===== src/design/tesc_cfg.svh =====
// Register offsets, field positions and reset values for the trace enable block
`ifndef TESC_CFG_SVH
`define TESC_CFG_SVH
// Register byte offsets within the 4 KB window
`define TESC_OFF_CR      12'h000
`define TESC_OFF_TRIG    12'h008
`define TESC_OFF_SR      12'h010
`define TESC_OFF_TEEV    12'h020
`define TESC_OFF_TEC1    12'h024
`define TESC_OFF_SSSEL   12'h1F0
`define TESC_OFF_TRID    12'h200
// Reset values
`define TESC_RST_CR      32'h0000_0411
`define TESC_RST_EVENT   17'h0_0000
`define TESC_RST_ZERO    32'h0000_0000
// Main control fields
`define TESC_CR_PWRDN    0
`define TESC_CR_PROG     10
// Trace enable control 1: start/stop qualifier
`define TESC_TEC1_SSEN   25
// Status fields
`define TESC_SR_PROG     1
`define TESC_SR_SSTATE   2
`define TESC_SR_TRIG     3
// Start/stop select: start sources low, stop sources high
`define TESC_SS_START    0
`define TESC_SS_STOP     16
// Resource types
`define TESC_RT_WPT      3'h2
`define TESC_RT_CNT      3'h4
`define TESC_RT_SS       3'h5
`define TESC_RT_EXT      3'h6
`define TESC_IDX_SS      4'hF
`define TESC_IDX_TRUE    4'hF
// Event value that is always true
`define TESC_EV_ALWAYS   17'h0_006F
// Marker word placed in the stream on a trigger
`define TESC_TRIG_MARK   32'h0000_000C
`define TESC_ATB_4BYTES  2'h3
`endif


===== src/design/tesc_pkg.sv =====
// Types shared by the trace enable block
package tesc_pkg;
  // One event definition: function, resource B, resource A
  typedef struct packed {
    logic [2:0] func;
    logic [6:0] res_b;
    logic [6:0] res_a;
  } tesc_event_t;
  // Live resources offered to the event logic
  typedef struct packed {
    logic       startstop;
    logic [1:0] ext;
    logic [3:0] wpt;
  } tesc_res_t;
  // Start/stop state
  typedef enum logic [1:0] {
    TESC_STOP  = 2'b01,
    TESC_START = 2'b10
  } tesc_ss_t;
endpackage


===== src/design/tesc_event_eval.sv =====
// Event evaluator: two resources combined by a boolean function
`timescale 1ns/1ps
`include "tesc_cfg.svh"
module tesc_event_eval (
  // Event definition
  input  wire tesc_pkg::tesc_event_t ev,
  // Live resources
  input  wire tesc_pkg::tesc_res_t   res,
  // Result
  output logic                       hit
);
  logic a;  // Resource A value
  logic b;  // Resource B value

  // Look up one resource; unknown codes read false
  function automatic logic pick(input logic [6:0] r,
                                input tesc_pkg::tesc_res_t rs);
    logic v;
    v = 1'b0;
    case (r[6:4])
      `TESC_RT_WPT: v = (r[3:2] == 2'h0) ? rs.wpt[r[1:0]] : 1'b0;
      `TESC_RT_SS:  v = (r[3:0] == `TESC_IDX_SS) & rs.startstop;
      `TESC_RT_EXT: begin
        if (r[3:0] == `TESC_IDX_TRUE) begin
          v = 1'b1;
        end else if (r[3:1] == 3'h0) begin
          v = rs.ext[r[0]];
        end
      end
      // Counter resource is not built here, reads false
      default: v = 1'b0;
    endcase
    return v;
  endfunction

  // Field split and function table
  always_comb begin
    a = pick(ev.res_a, res);
    b = pick(ev.res_b, res);
    case (ev.func)
      3'h0: hit = a;
      3'h1: hit = ~a;
      3'h2: hit = a & b;
      3'h3: hit = ~a & b;
      3'h4: hit = ~a & ~b;
      3'h5: hit = a | b;
      3'h6: hit = ~a | b;
      3'h7: hit = ~a | ~b;
      default: hit = 1'b0;
    endcase
  end
endmodule


===== src/design/tesc_top.sv =====
// Trace enable, start/stop and trigger control with AHB-Lite registers
//
// The register addresses and the AHB-Lite register port are this design's own decisions.
`timescale 1ns/1ps
`include "tesc_cfg.svh"
module tesc_top #(
  parameter int NWPT = 4, // Watchpoint comparator inputs
  parameter int NEXT = 2  // External trigger inputs
) (
  // Clock, reset, enable
  input  wire  logic            hclk,
  input  wire  logic            hresetn,
  input  wire  logic            ce,
  // AHB-Lite slave
  input  wire  logic            hsel,
  input  wire  logic [31:0]     haddr,
  input  wire  logic [1:0]      htrans,
  input  wire  logic            hwrite,
  input  wire  logic [2:0]      hsize,
  input  wire  logic [31:0]     hwdata,
  input  wire  logic            hready,
  output logic                  hreadyout,
  output logic                  hresp,
  output logic [31:0]           hrdata,
  // Trigger and watchpoint inputs
  input  wire  logic [NEXT-1:0] ext_trigger_in,
  input  wire  logic [NWPT-1:0] watchpoint_comparator_inputs,
  // Trace words from the core side
  input  wire  logic            trace_in_valid,
  input  wire  logic [31:0]     trace_in_data,
  output logic                  trace_in_ready,
  // ATB master
  output logic                  atvalid,
  output logic [31:0]           atdata,
  output logic [1:0]            atbytes,
  output logic [6:0]            atid,
  input  wire  logic            atready,
  // Trigger and state outputs
  output logic                  macrocell_trigger_out,
  output logic                  trace_active
);

  // Registers
  logic [31:0]           ctrl;                           // Main control
  tesc_pkg::tesc_event_t trigger_event;                  // Trigger event
  tesc_pkg::tesc_event_t trace_enable_event_reg;         // Enable event
  logic [31:0]           trace_enable_control_1;         // Start/stop qualifier
  logic [31:0]           startstop_source_select;        // Start/stop sources
  logic [6:0]            trace_id;                       // ATB source id
  logic                  trig_flag;                      // Trigger seen, sticky

  // Bus data-phase state
  logic                  wr_pend;  // Write in data phase
  logic [11:0]           wr_addr;  // Its offset
  logic                  rd_take;  // Read accepted now
  logic                  wr_take;  // Write accepted now
  logic [31:0]           next_rdata;

  // Input synchronisers and edges
  logic [NWPT-1:0]       wpt_m;    // First stage only
  logic [NWPT-1:0]       wpt_s;    // Second stage
  logic [NWPT-1:0]       wpt_d;    // One cycle older
  logic [NEXT-1:0]       ext_m;
  logic [NEXT-1:0]       ext_s;
  logic [NWPT-1:0]       start_hit;
  logic [NWPT-1:0]       stop_hit;

  // Start/stop and event results
  tesc_pkg::tesc_ss_t    ss_state;
  tesc_pkg::tesc_res_t   res;
  logic                  started;
  logic                  te_hit;
  logic                  trig_hit;
  logic                  trace_on;

  // Trigger and stream control
  logic                  trig_done; // Trigger fired once
  logic                  trig_pend; // Marker waiting for slot
  logic                  slot_free;
  logic                  take_word;
  logic                  next_atvalid;
  logic                  next_trig_pend;

  // Bus handshake decode
  always_comb begin
    rd_take = hsel & hready & htrans[1] & ~hwrite;
    wr_take = hsel & hready & htrans[1] & hwrite;
  end

  // Zero wait, always OKAY; kept in flops so outputs are registered
  always_ff @(posedge hclk or negedge hresetn) begin
    if (!hresetn) begin
      hreadyout <= 1'b0;
      hresp     <= 1'b0;
    end else if (ce) begin
      // Frozen with everything else while the enable is low
      hreadyout <= 1'b1;
      hresp     <= 1'b0;
    end
  end

  // Write address capture for the data phase
  always_ff @(posedge hclk or negedge hresetn) begin
    if (!hresetn) begin
      wr_pend <= 1'b0;
      wr_addr <= 12'h000;
    end else if (ce) begin
      wr_pend <= wr_take;
      wr_addr <= haddr[11:0];
    end
  end

  // Read mux; unmapped offsets read zero
  always_comb begin
    next_rdata = `TESC_RST_ZERO;
    case (haddr[11:0])
      `TESC_OFF_CR:    next_rdata = ctrl;
      `TESC_OFF_TRIG:  next_rdata[16:0] = trigger_event;
      `TESC_OFF_SR: begin
        next_rdata[`TESC_SR_PROG]   = ctrl[`TESC_CR_PROG];
        next_rdata[`TESC_SR_SSTATE] = started;
        next_rdata[`TESC_SR_TRIG]   = trig_flag;
      end
      `TESC_OFF_TEEV:  next_rdata[16:0] = trace_enable_event_reg;
      `TESC_OFF_TEC1:  next_rdata = trace_enable_control_1;
      `TESC_OFF_SSSEL: next_rdata = startstop_source_select;
      `TESC_OFF_TRID:  next_rdata[6:0] = trace_id;
      default:         next_rdata = `TESC_RST_ZERO;
    endcase
  end

  // Read data registered at the address phase
  always_ff @(posedge hclk or negedge hresetn) begin
    if (!hresetn) begin
      hrdata <= `TESC_RST_ZERO;
    end else if (ce && rd_take) begin
      hrdata <= next_rdata;
    end
  end

  // Control and event registers
  always_ff @(posedge hclk or negedge hresetn) begin
    if (!hresetn) begin
      ctrl                    <= `TESC_RST_CR;
      trigger_event           <= `TESC_RST_EVENT;
      trace_enable_event_reg  <= `TESC_RST_EVENT;
      trace_enable_control_1  <= `TESC_RST_ZERO;
      startstop_source_select <= `TESC_RST_ZERO;
      trace_id                <= 7'h00;
    end else if (ce && wr_pend) begin
      case (wr_addr)
        `TESC_OFF_CR:    ctrl <= hwdata;
        `TESC_OFF_TRIG:  trigger_event <= hwdata[16:0];
        `TESC_OFF_TEEV:  trace_enable_event_reg <= hwdata[16:0];
        `TESC_OFF_TEC1:  trace_enable_control_1 <= hwdata;
        `TESC_OFF_SSSEL: startstop_source_select <= hwdata;
        `TESC_OFF_TRID:  trace_id <= hwdata[6:0];
        // Status writes only reach the trigger flag clear below; unmapped writes are ignored
        default: ;
      endcase
    end
  end

  // Two-flop synchronisers for watchpoint and external inputs
  always_ff @(posedge hclk or negedge hresetn) begin
    if (!hresetn) begin
      wpt_m <= '0;
      wpt_s <= '0;
      wpt_d <= '0;
      ext_m <= '0;
      ext_s <= '0;
    end else if (ce) begin
      wpt_m <= watchpoint_comparator_inputs;
      wpt_s <= wpt_m;
      wpt_d <= wpt_s;
      ext_m <= ext_trigger_in;
      ext_s <= ext_m;
    end
  end

  // Per-comparator start and stop edges
  for (genvar i = 0; i < NWPT; i++) begin : g_edge
    always_comb begin
      // Rise of a start source, fall of a stop source
      start_hit[i] = wpt_s[i] & ~wpt_d[i]
                     & startstop_source_select[`TESC_SS_START + i];
      stop_hit[i]  = ~wpt_s[i] & wpt_d[i]
                     & startstop_source_select[`TESC_SS_STOP + i];
    end
  end

  // Start/stop state; only watchpoint edges move it, stop wins a tie
  always_ff @(posedge hclk or negedge hresetn) begin
    if (!hresetn) begin
      ss_state <= tesc_pkg::TESC_STOP;
    end else if (ce) begin
      case (ss_state)
        tesc_pkg::TESC_STOP: begin
          if (|start_hit && !(|stop_hit)) begin
            ss_state <= tesc_pkg::TESC_START;
          end
        end
        tesc_pkg::TESC_START: begin
          if (|stop_hit) begin
            ss_state <= tesc_pkg::TESC_STOP;
          end
        end
        default: ss_state <= tesc_pkg::TESC_STOP;
      endcase
    end
  end

  // Resource bundle shared by both events
  always_comb begin
    started       = (ss_state == tesc_pkg::TESC_START);
    res.startstop = started;
    res.ext       = ext_s;
    res.wpt       = wpt_s;
  end

  // Trace enable event
  tesc_event_eval u_te_eval (
    .ev  (trace_enable_event_reg),
    .res (res),
    .hit (te_hit)
  );

  // Trigger event
  tesc_event_eval u_trig_eval (
    .ev  (trigger_event),
    .res (res),
    .hit (trig_hit)
  );

  // Tracing gate; powered down or programming blocks it
  always_comb begin
    trace_on = te_hit
               & (~trace_enable_control_1[`TESC_TEC1_SSEN] | started)
               & ~ctrl[`TESC_CR_PROG] & ~ctrl[`TESC_CR_PWRDN];
  end

  // One trigger per run; rearmed by entering programming
  always_ff @(posedge hclk or negedge hresetn) begin
    if (!hresetn) begin
      trig_done             <= 1'b0;
      macrocell_trigger_out <= 1'b0;
    end else if (ce) begin
      macrocell_trigger_out <= 1'b0;
      if (ctrl[`TESC_CR_PROG]) begin
        trig_done <= 1'b0;
      end else if (trig_hit && !trig_done) begin
        trig_done             <= 1'b1;
        macrocell_trigger_out <= 1'b1;
      end
    end
  end

  // Sticky trigger status; a new trigger beats a clear
  always_ff @(posedge hclk or negedge hresetn) begin
    if (!hresetn) begin
      trig_flag <= 1'b0;
    end else if (ce) begin
      if (trig_hit && !trig_done && !ctrl[`TESC_CR_PROG]) begin
        trig_flag <= 1'b1;
      end else if (wr_pend && wr_addr == `TESC_OFF_SR
                   && !hwdata[`TESC_SR_TRIG]) begin
        trig_flag <= 1'b0;
      end
    end
  end

  // Stream slot arbitration: marker first, words wait
  always_comb begin
    slot_free      = ~atvalid | atready;
    take_word      = trace_in_valid & trace_in_ready & slot_free & ~trig_pend;
    next_trig_pend = trig_pend;
    if (trig_pend && slot_free) begin
      next_trig_pend = 1'b0;
    end
    if (trig_hit && !trig_done && !ctrl[`TESC_CR_PROG]) begin
      next_trig_pend = 1'b1;
    end
    next_atvalid = atvalid & ~atready;
    if (trig_pend && slot_free) begin
      next_atvalid = 1'b1;
    end else if (take_word && trace_on) begin
      next_atvalid = 1'b1;
    end
  end

  // ATB output register; a stalled beat holds still
  always_ff @(posedge hclk or negedge hresetn) begin
    if (!hresetn) begin
      atvalid        <= 1'b0;
      atdata         <= `TESC_RST_ZERO;
      atbytes        <= `TESC_ATB_4BYTES;
      atid           <= 7'h00;
      trig_pend      <= 1'b0;
      trace_in_ready <= 1'b0;
    end else if (ce) begin
      atvalid   <= next_atvalid;
      trig_pend <= next_trig_pend;
      // Ready only when the slot is sure to be free next cycle
      trace_in_ready <= ~next_atvalid & ~next_trig_pend;
      if (trig_pend && slot_free) begin
        atdata <= `TESC_TRIG_MARK;
        atid   <= trace_id;
      end else if (take_word && trace_on) begin
        atdata <= trace_in_data;
        atid   <= trace_id;
      end
      atbytes <= `TESC_ATB_4BYTES;
    end
  end

  // Tracing state seen outside
  always_ff @(posedge hclk or negedge hresetn) begin
    if (!hresetn) begin
      trace_active <= 1'b0;
    end else if (ce) begin
      trace_active <= trace_on;
    end
  end
endmodule


===== config.mk =====
export PLATFORM = sky130hd
export DESIGN_NAME = tesc_top
export DESIGN_NICKNAME = d
export VERILOG_FILES = /design/src/design/tesc_pkg.sv /design/src/design/tesc_event_eval.sv /design/src/design/tesc_top.sv
export VERILOG_INCLUDE_DIRS = /design/src /design/src/design
export SDC_FILE = /design/constraint.sdc
export NUM_CORES = 1
export LEC_CHECK = 0
export BUFFER_PORTS_ARGS = -buffer_cell sky130_fd_sc_hd__buf_2
export CAP_MARGIN = 20
export CORE_MARGIN = 3
export CORE_UTILIZATION = 30
export CTS_CLUSTER_DIAMETER = 60
export DETAILED_ROUTE_END_ITERATION = 10
export GPL_TIMING_DRIVEN = 0
export PLACE_DENSITY = 0.48
export REMOVE_ABC_BUFFERS = 1
export SETUP_SLACK_MARGIN = 0.3
export SYNTH_ARGS = -nofsm -noshare
export SYNTH_HDL_FRONTEND = slang
export SYNTH_HIERARCHICAL = 1
export SYNTH_SLANG_ARGS = --single-unit

===== constraint.sdc =====
create_clock -name hclk -period 5.4 [get_ports hclk]
set_clock_uncertainty 0.1 [all_clocks]
set_input_delay 0 -clock hclk [delete_from_list [all_inputs] [get_ports hclk]]
set_output_delay 0 -clock hclk [all_outputs]
set_load 0.005 [all_outputs]

==> flow_summary.json <==
{
  "wl_um": 32030,
  "routedWlPerCell_um": 18.90,
  "final_critical_path_setup_slack_ps": 732.5,
  "crit_path_max_fanout": 23,
  "drtPass1Iterations": 4,
  "pin_count": 194,
  "pre_cts_slack_ps": 366.1,
  "hold_slack_ps": 21.80,
  "clock-root-buffer": "sky130_fd_sc_hd__clkbuf_16",
  "total_power_w": 0.004605,
  "postSynth.asyncResetShare": 1.000,
  "ys.warnings.count": 6,
  "crit_path_max_incr_delay_ps": 700,
  "gr-usage-all-layers": 0.1609,
  "drive_above_1_share": 0.3844,
  "clock_power_share": 0.456,
  "ys_top_cells_by_count": "243 x sky130_fd_sc_hd__dfrtp_1, 187 x sky130_fd_sc_hd__mux2_2, 72 x sky130_fd_sc_hd__nand2_1",
  "power.sequential.fraction": 0.446,
  "grt_setup_unrepaired": "false",
  "critPathBufInv": 1,
  "clock_pin_transition_on_the_worst_setup_and_hold_timing_paths_ps": 60,
  "timing.final.max_slew_violations": 0,
  "clock_insertion_delay_worst_skew_ps": 550,
  "power_report.internal_total_w": 0.003491,
  "initialDrtViolationCount": 354,
  "postSynthRegisterBits": 247,
  "crit_path_frequent_cell": "sky130_fd_sc_hd__a211oi_1",
  "areaGrowthSynthToFinish_pct": 30.87,
  "netlist_instances": 914,
  "design.final.nets": 1280,
  "htree_levels": 1,
  "arrival_ps": 5000,
  "cellLeakagePower_nw": 6.886,
  "drv_cap": 0,
  "antenna_found_initial": 2,
  "grt_pass1_vias": 8615,
  "post-route-period-util": 0.8643,
  "cts.sinks": 247,
  "cp-end-kind": "flip-flop",
  "grt_overflow": 0,
  "maxSlewHeadroom": 0.2752,
  "floorplan.initialDensity": 0.3059,
  "wire_length_of_the_first_global_routing_pass_um": 50380,
  "worstMarginPinSlew_ps": 1087,
  "dp.final_hpwl_um": 21450,
  "power.density_cell_area_nw_per_um2": 311.9,
  "ys_dominant_reg_cell": "sky130_fd_sc_hd__dfrtp_1",
  "cell_family_with_most_cp_delay": "compound AO/OA/AOI/OAI gates",
  "synth_area_leaders": "sky130_fd_sc_hd__dfrtp_1 54%, sky130_fd_sc_hd__mux2_2 19%, sky130_fd_sc_hd__mux2i_1 3.0%, sky130_fd_sc_hd__nand2_1 2.4%, sky130_fd_sc_hd__a221oi_1 2.2%",
  "netlist-cell-type-count": 67,
  "netSwitchingFraction": 0.2419,
  "critPathKind": "flip-flop to flip-flop",
  "dieWidth_um": 199.9,
  "placeableCoreArea_sq_um": 36870,
  "final.min_clock_period_ps": 4667,
  "detailed_place.area_sq_um": 12770,
  "avgSynthCellArea_sq_um": 12.34,
  "path_cells": "nor2b_2 > nand3b_1 > a211oi_1 > nor4_1 > a311o_1 > a211oi_1 > nor3b_1 > o2111ai_1 > a21oi_4 > buf_12 > mux2_2",
  "route.vias.total": 8167,
  "max_freq_mhz": 214.2,
  "power.share.combinational": 0.097,
  "drt.antenna.violating_nets": 0,
  "post-synth-top-area-cell": "sky130_fd_sc_hd__dfrtp_1",
  "yosysMostFrequentCell": "sky130_fd_sc_hd__dfrtp_1",
  "holdCritStartpoint": "haddr[3]",
  "grt_start_max_net_pins": 109,
  "number_of_cts_inserted_buffers": 30,
  "r2r-start": "ss_state[1]",
  "startpoint_type": "flip-flop",
  "tritoncts": "built",
  "io_buffers": 166,
  "crit_path_launch": "ss_state[1]",
  "timing.final.hold_violations": 0,
  "cts_setup_buffers": 0,
  "standard_cell_with_the_maximum_stage_delay_on_the_critical_path": "sky130_fd_sc_hd__a21oi_4",
  "layout.cell_area.non_filler_sq_um": 14760,
  "placer_congestion": 0.7436,
  "yosysTopAreaCellShare": 0.5390,
  "final-setup-viol-count": 0,
  "synth_sequential_area_ratio": 0.5484,
  "ir_worst_vdd_mv": 0.2376,
  "layout.filler_cells": 3583,
  "fp.dieH_um": 199.9,
  "floorplan.die_area_sq_um": 39970,
  "finalCoreUtilization": 0.4004,
  "vias_per_cell": 4.818,
  "synth_edf_count": 0,
  "remaining_drc_errors": 0,
  "status": "complete, no violations",
  "hold_crit_class": "input port to flip-flop",
  "max-clock-path-buffers": 3,
  "cp.required_ps": 5730,
  "num_rows": 70,
  "syn_area_sq_um": 11280,
  "netSwitchingPower_w": 0.001114
}
-- worst register-to-register path: stages (launching register included) --
cell and delay, ps:
sky130_fd_sc_hd__dfrtp_1 360, sky130_fd_sc_hd__nor2b_2 530, sky130_fd_sc_hd__nand3b_1 140, sky130_fd_sc_hd__a211oi_1 490, sky130_fd_sc_hd__nor4_1 120, sky130_fd_sc_hd__a311o_1 340, sky130_fd_sc_hd__a211oi_1 380, sky130_fd_sc_hd__nor3b_1 460
sky130_fd_sc_hd__o2111ai_1 280, sky130_fd_sc_hd__a21oi_4 700, sky130_fd_sc_hd__buf_12 290, sky130_fd_sc_hd__mux2_2 360
-- per-layer routing --
layer,wire [um],track usage,up-vias,part of all wire
met3,1645,0.03105,36,0.051
met4,465,0.02817,0,0.015
li1,-,-,3825,-
met1,14750,0.2262,4132,0.46
met5,0,0,-,0
met2,15170,0.2637,174,0.47
-- final cells by class --
| type | instances | area (sq um) | share of cell area |
|---|---|---|---|
| well taps | 504 | 630.6 | 0.04272 |
| clock buffers | 42 | 887.1 | 0.06009 |
| repair buffers | 273 | 2031 | 0.1376 |
| diodes | 2 | 5.005 | 0.0003390 |
| inverters | 42 | 157.7 | 0.01068 |
| flip-flops and latches | 247 | 6186 | 0.4190 |
| clock inverters | 14 | 160.2 | 0.01085 |
| multi-input cells | 571 | 4706 | 0.3188 |
-- stage by stage --
step                      instances  setup TNS (ps)
after global routing           1695               0
after detailed placement       1544               0
final                          1695               0
after global placement         1530         -242740
after floorplan                 860           -3133
after CTS                      1693               0
-- power by group through the flow --
stage,Clock [W],Combinational (W),Sequential (W)
after floorplan,0,0.000149,0.00208
final,0.00210,0.000449,0.00205
after global routing,0.00225,0.000513,0.00207
after CTS,0.00217,0.000464,0.00206
after detailed placement,0,0.000406,0.00209
after global placement,0,0.000393,0.00209
-- final timing paths --
kind	slack (ps)	cells after the start	end
setup / recovery	730	11	atid[0]
hold / removal	20	2	wr_addr[3]
setup reg to reg	730	11	atid[0]
hold reg to reg	360	1	hreadyout
max in group asynchronous	3730	5	atdata[10]
min in group asynchronous	420	4	hrdata[11]
-- cell usage in the layout (no fill, tap or decap), types with 12 or more instances in the layout --
| master | n |
|---|---|
| sky130_fd_sc_hd__nand3_1 | 12 |
| sky130_fd_sc_hd__nor2_1 | 41 |
| sky130_fd_sc_hd__nand2_1 | 71 |
| sky130_fd_sc_hd__a21oi_1 | 35 |
| sky130_fd_sc_hd__clkbuf_16 | 31 |
| sky130_fd_sc_hd__a221oi_1 | 28 |
| sky130_fd_sc_hd__a22oi_1 | 14 |
| sky130_fd_sc_hd__mux2_2 | 187 |
| sky130_fd_sc_hd__buf_2 | 165 |
| sky130_fd_sc_hd__dfrtp_1 | 243 |
| sky130_fd_sc_hd__inv_1 | 42 |
| sky130_fd_sc_hd__dlygate4sd3_1 | 92 |
| sky130_fd_sc_hd__mux2i_1 | 34 |
-- timing repair --
| item | 4_1_cts | 5_1_grt |
|---|---|---|
| endpoints found under the hold margin | 351 | 0 |
| hold buffers | 93 | 0 |
| setup endpoints to repair | 0 | 20 |
| resized for setup | 0 | 1 |
-- cell families after synthesis --
kind of cell           synth area share
AOI/OAI and AO/OA               0.07864
buffers and inverters           0.03815
DFF                              0.5484
muxes                            0.2258
other                         0.0006657
and+or+nand+nor                  0.1084
Power figures use the tool's default switching activity.
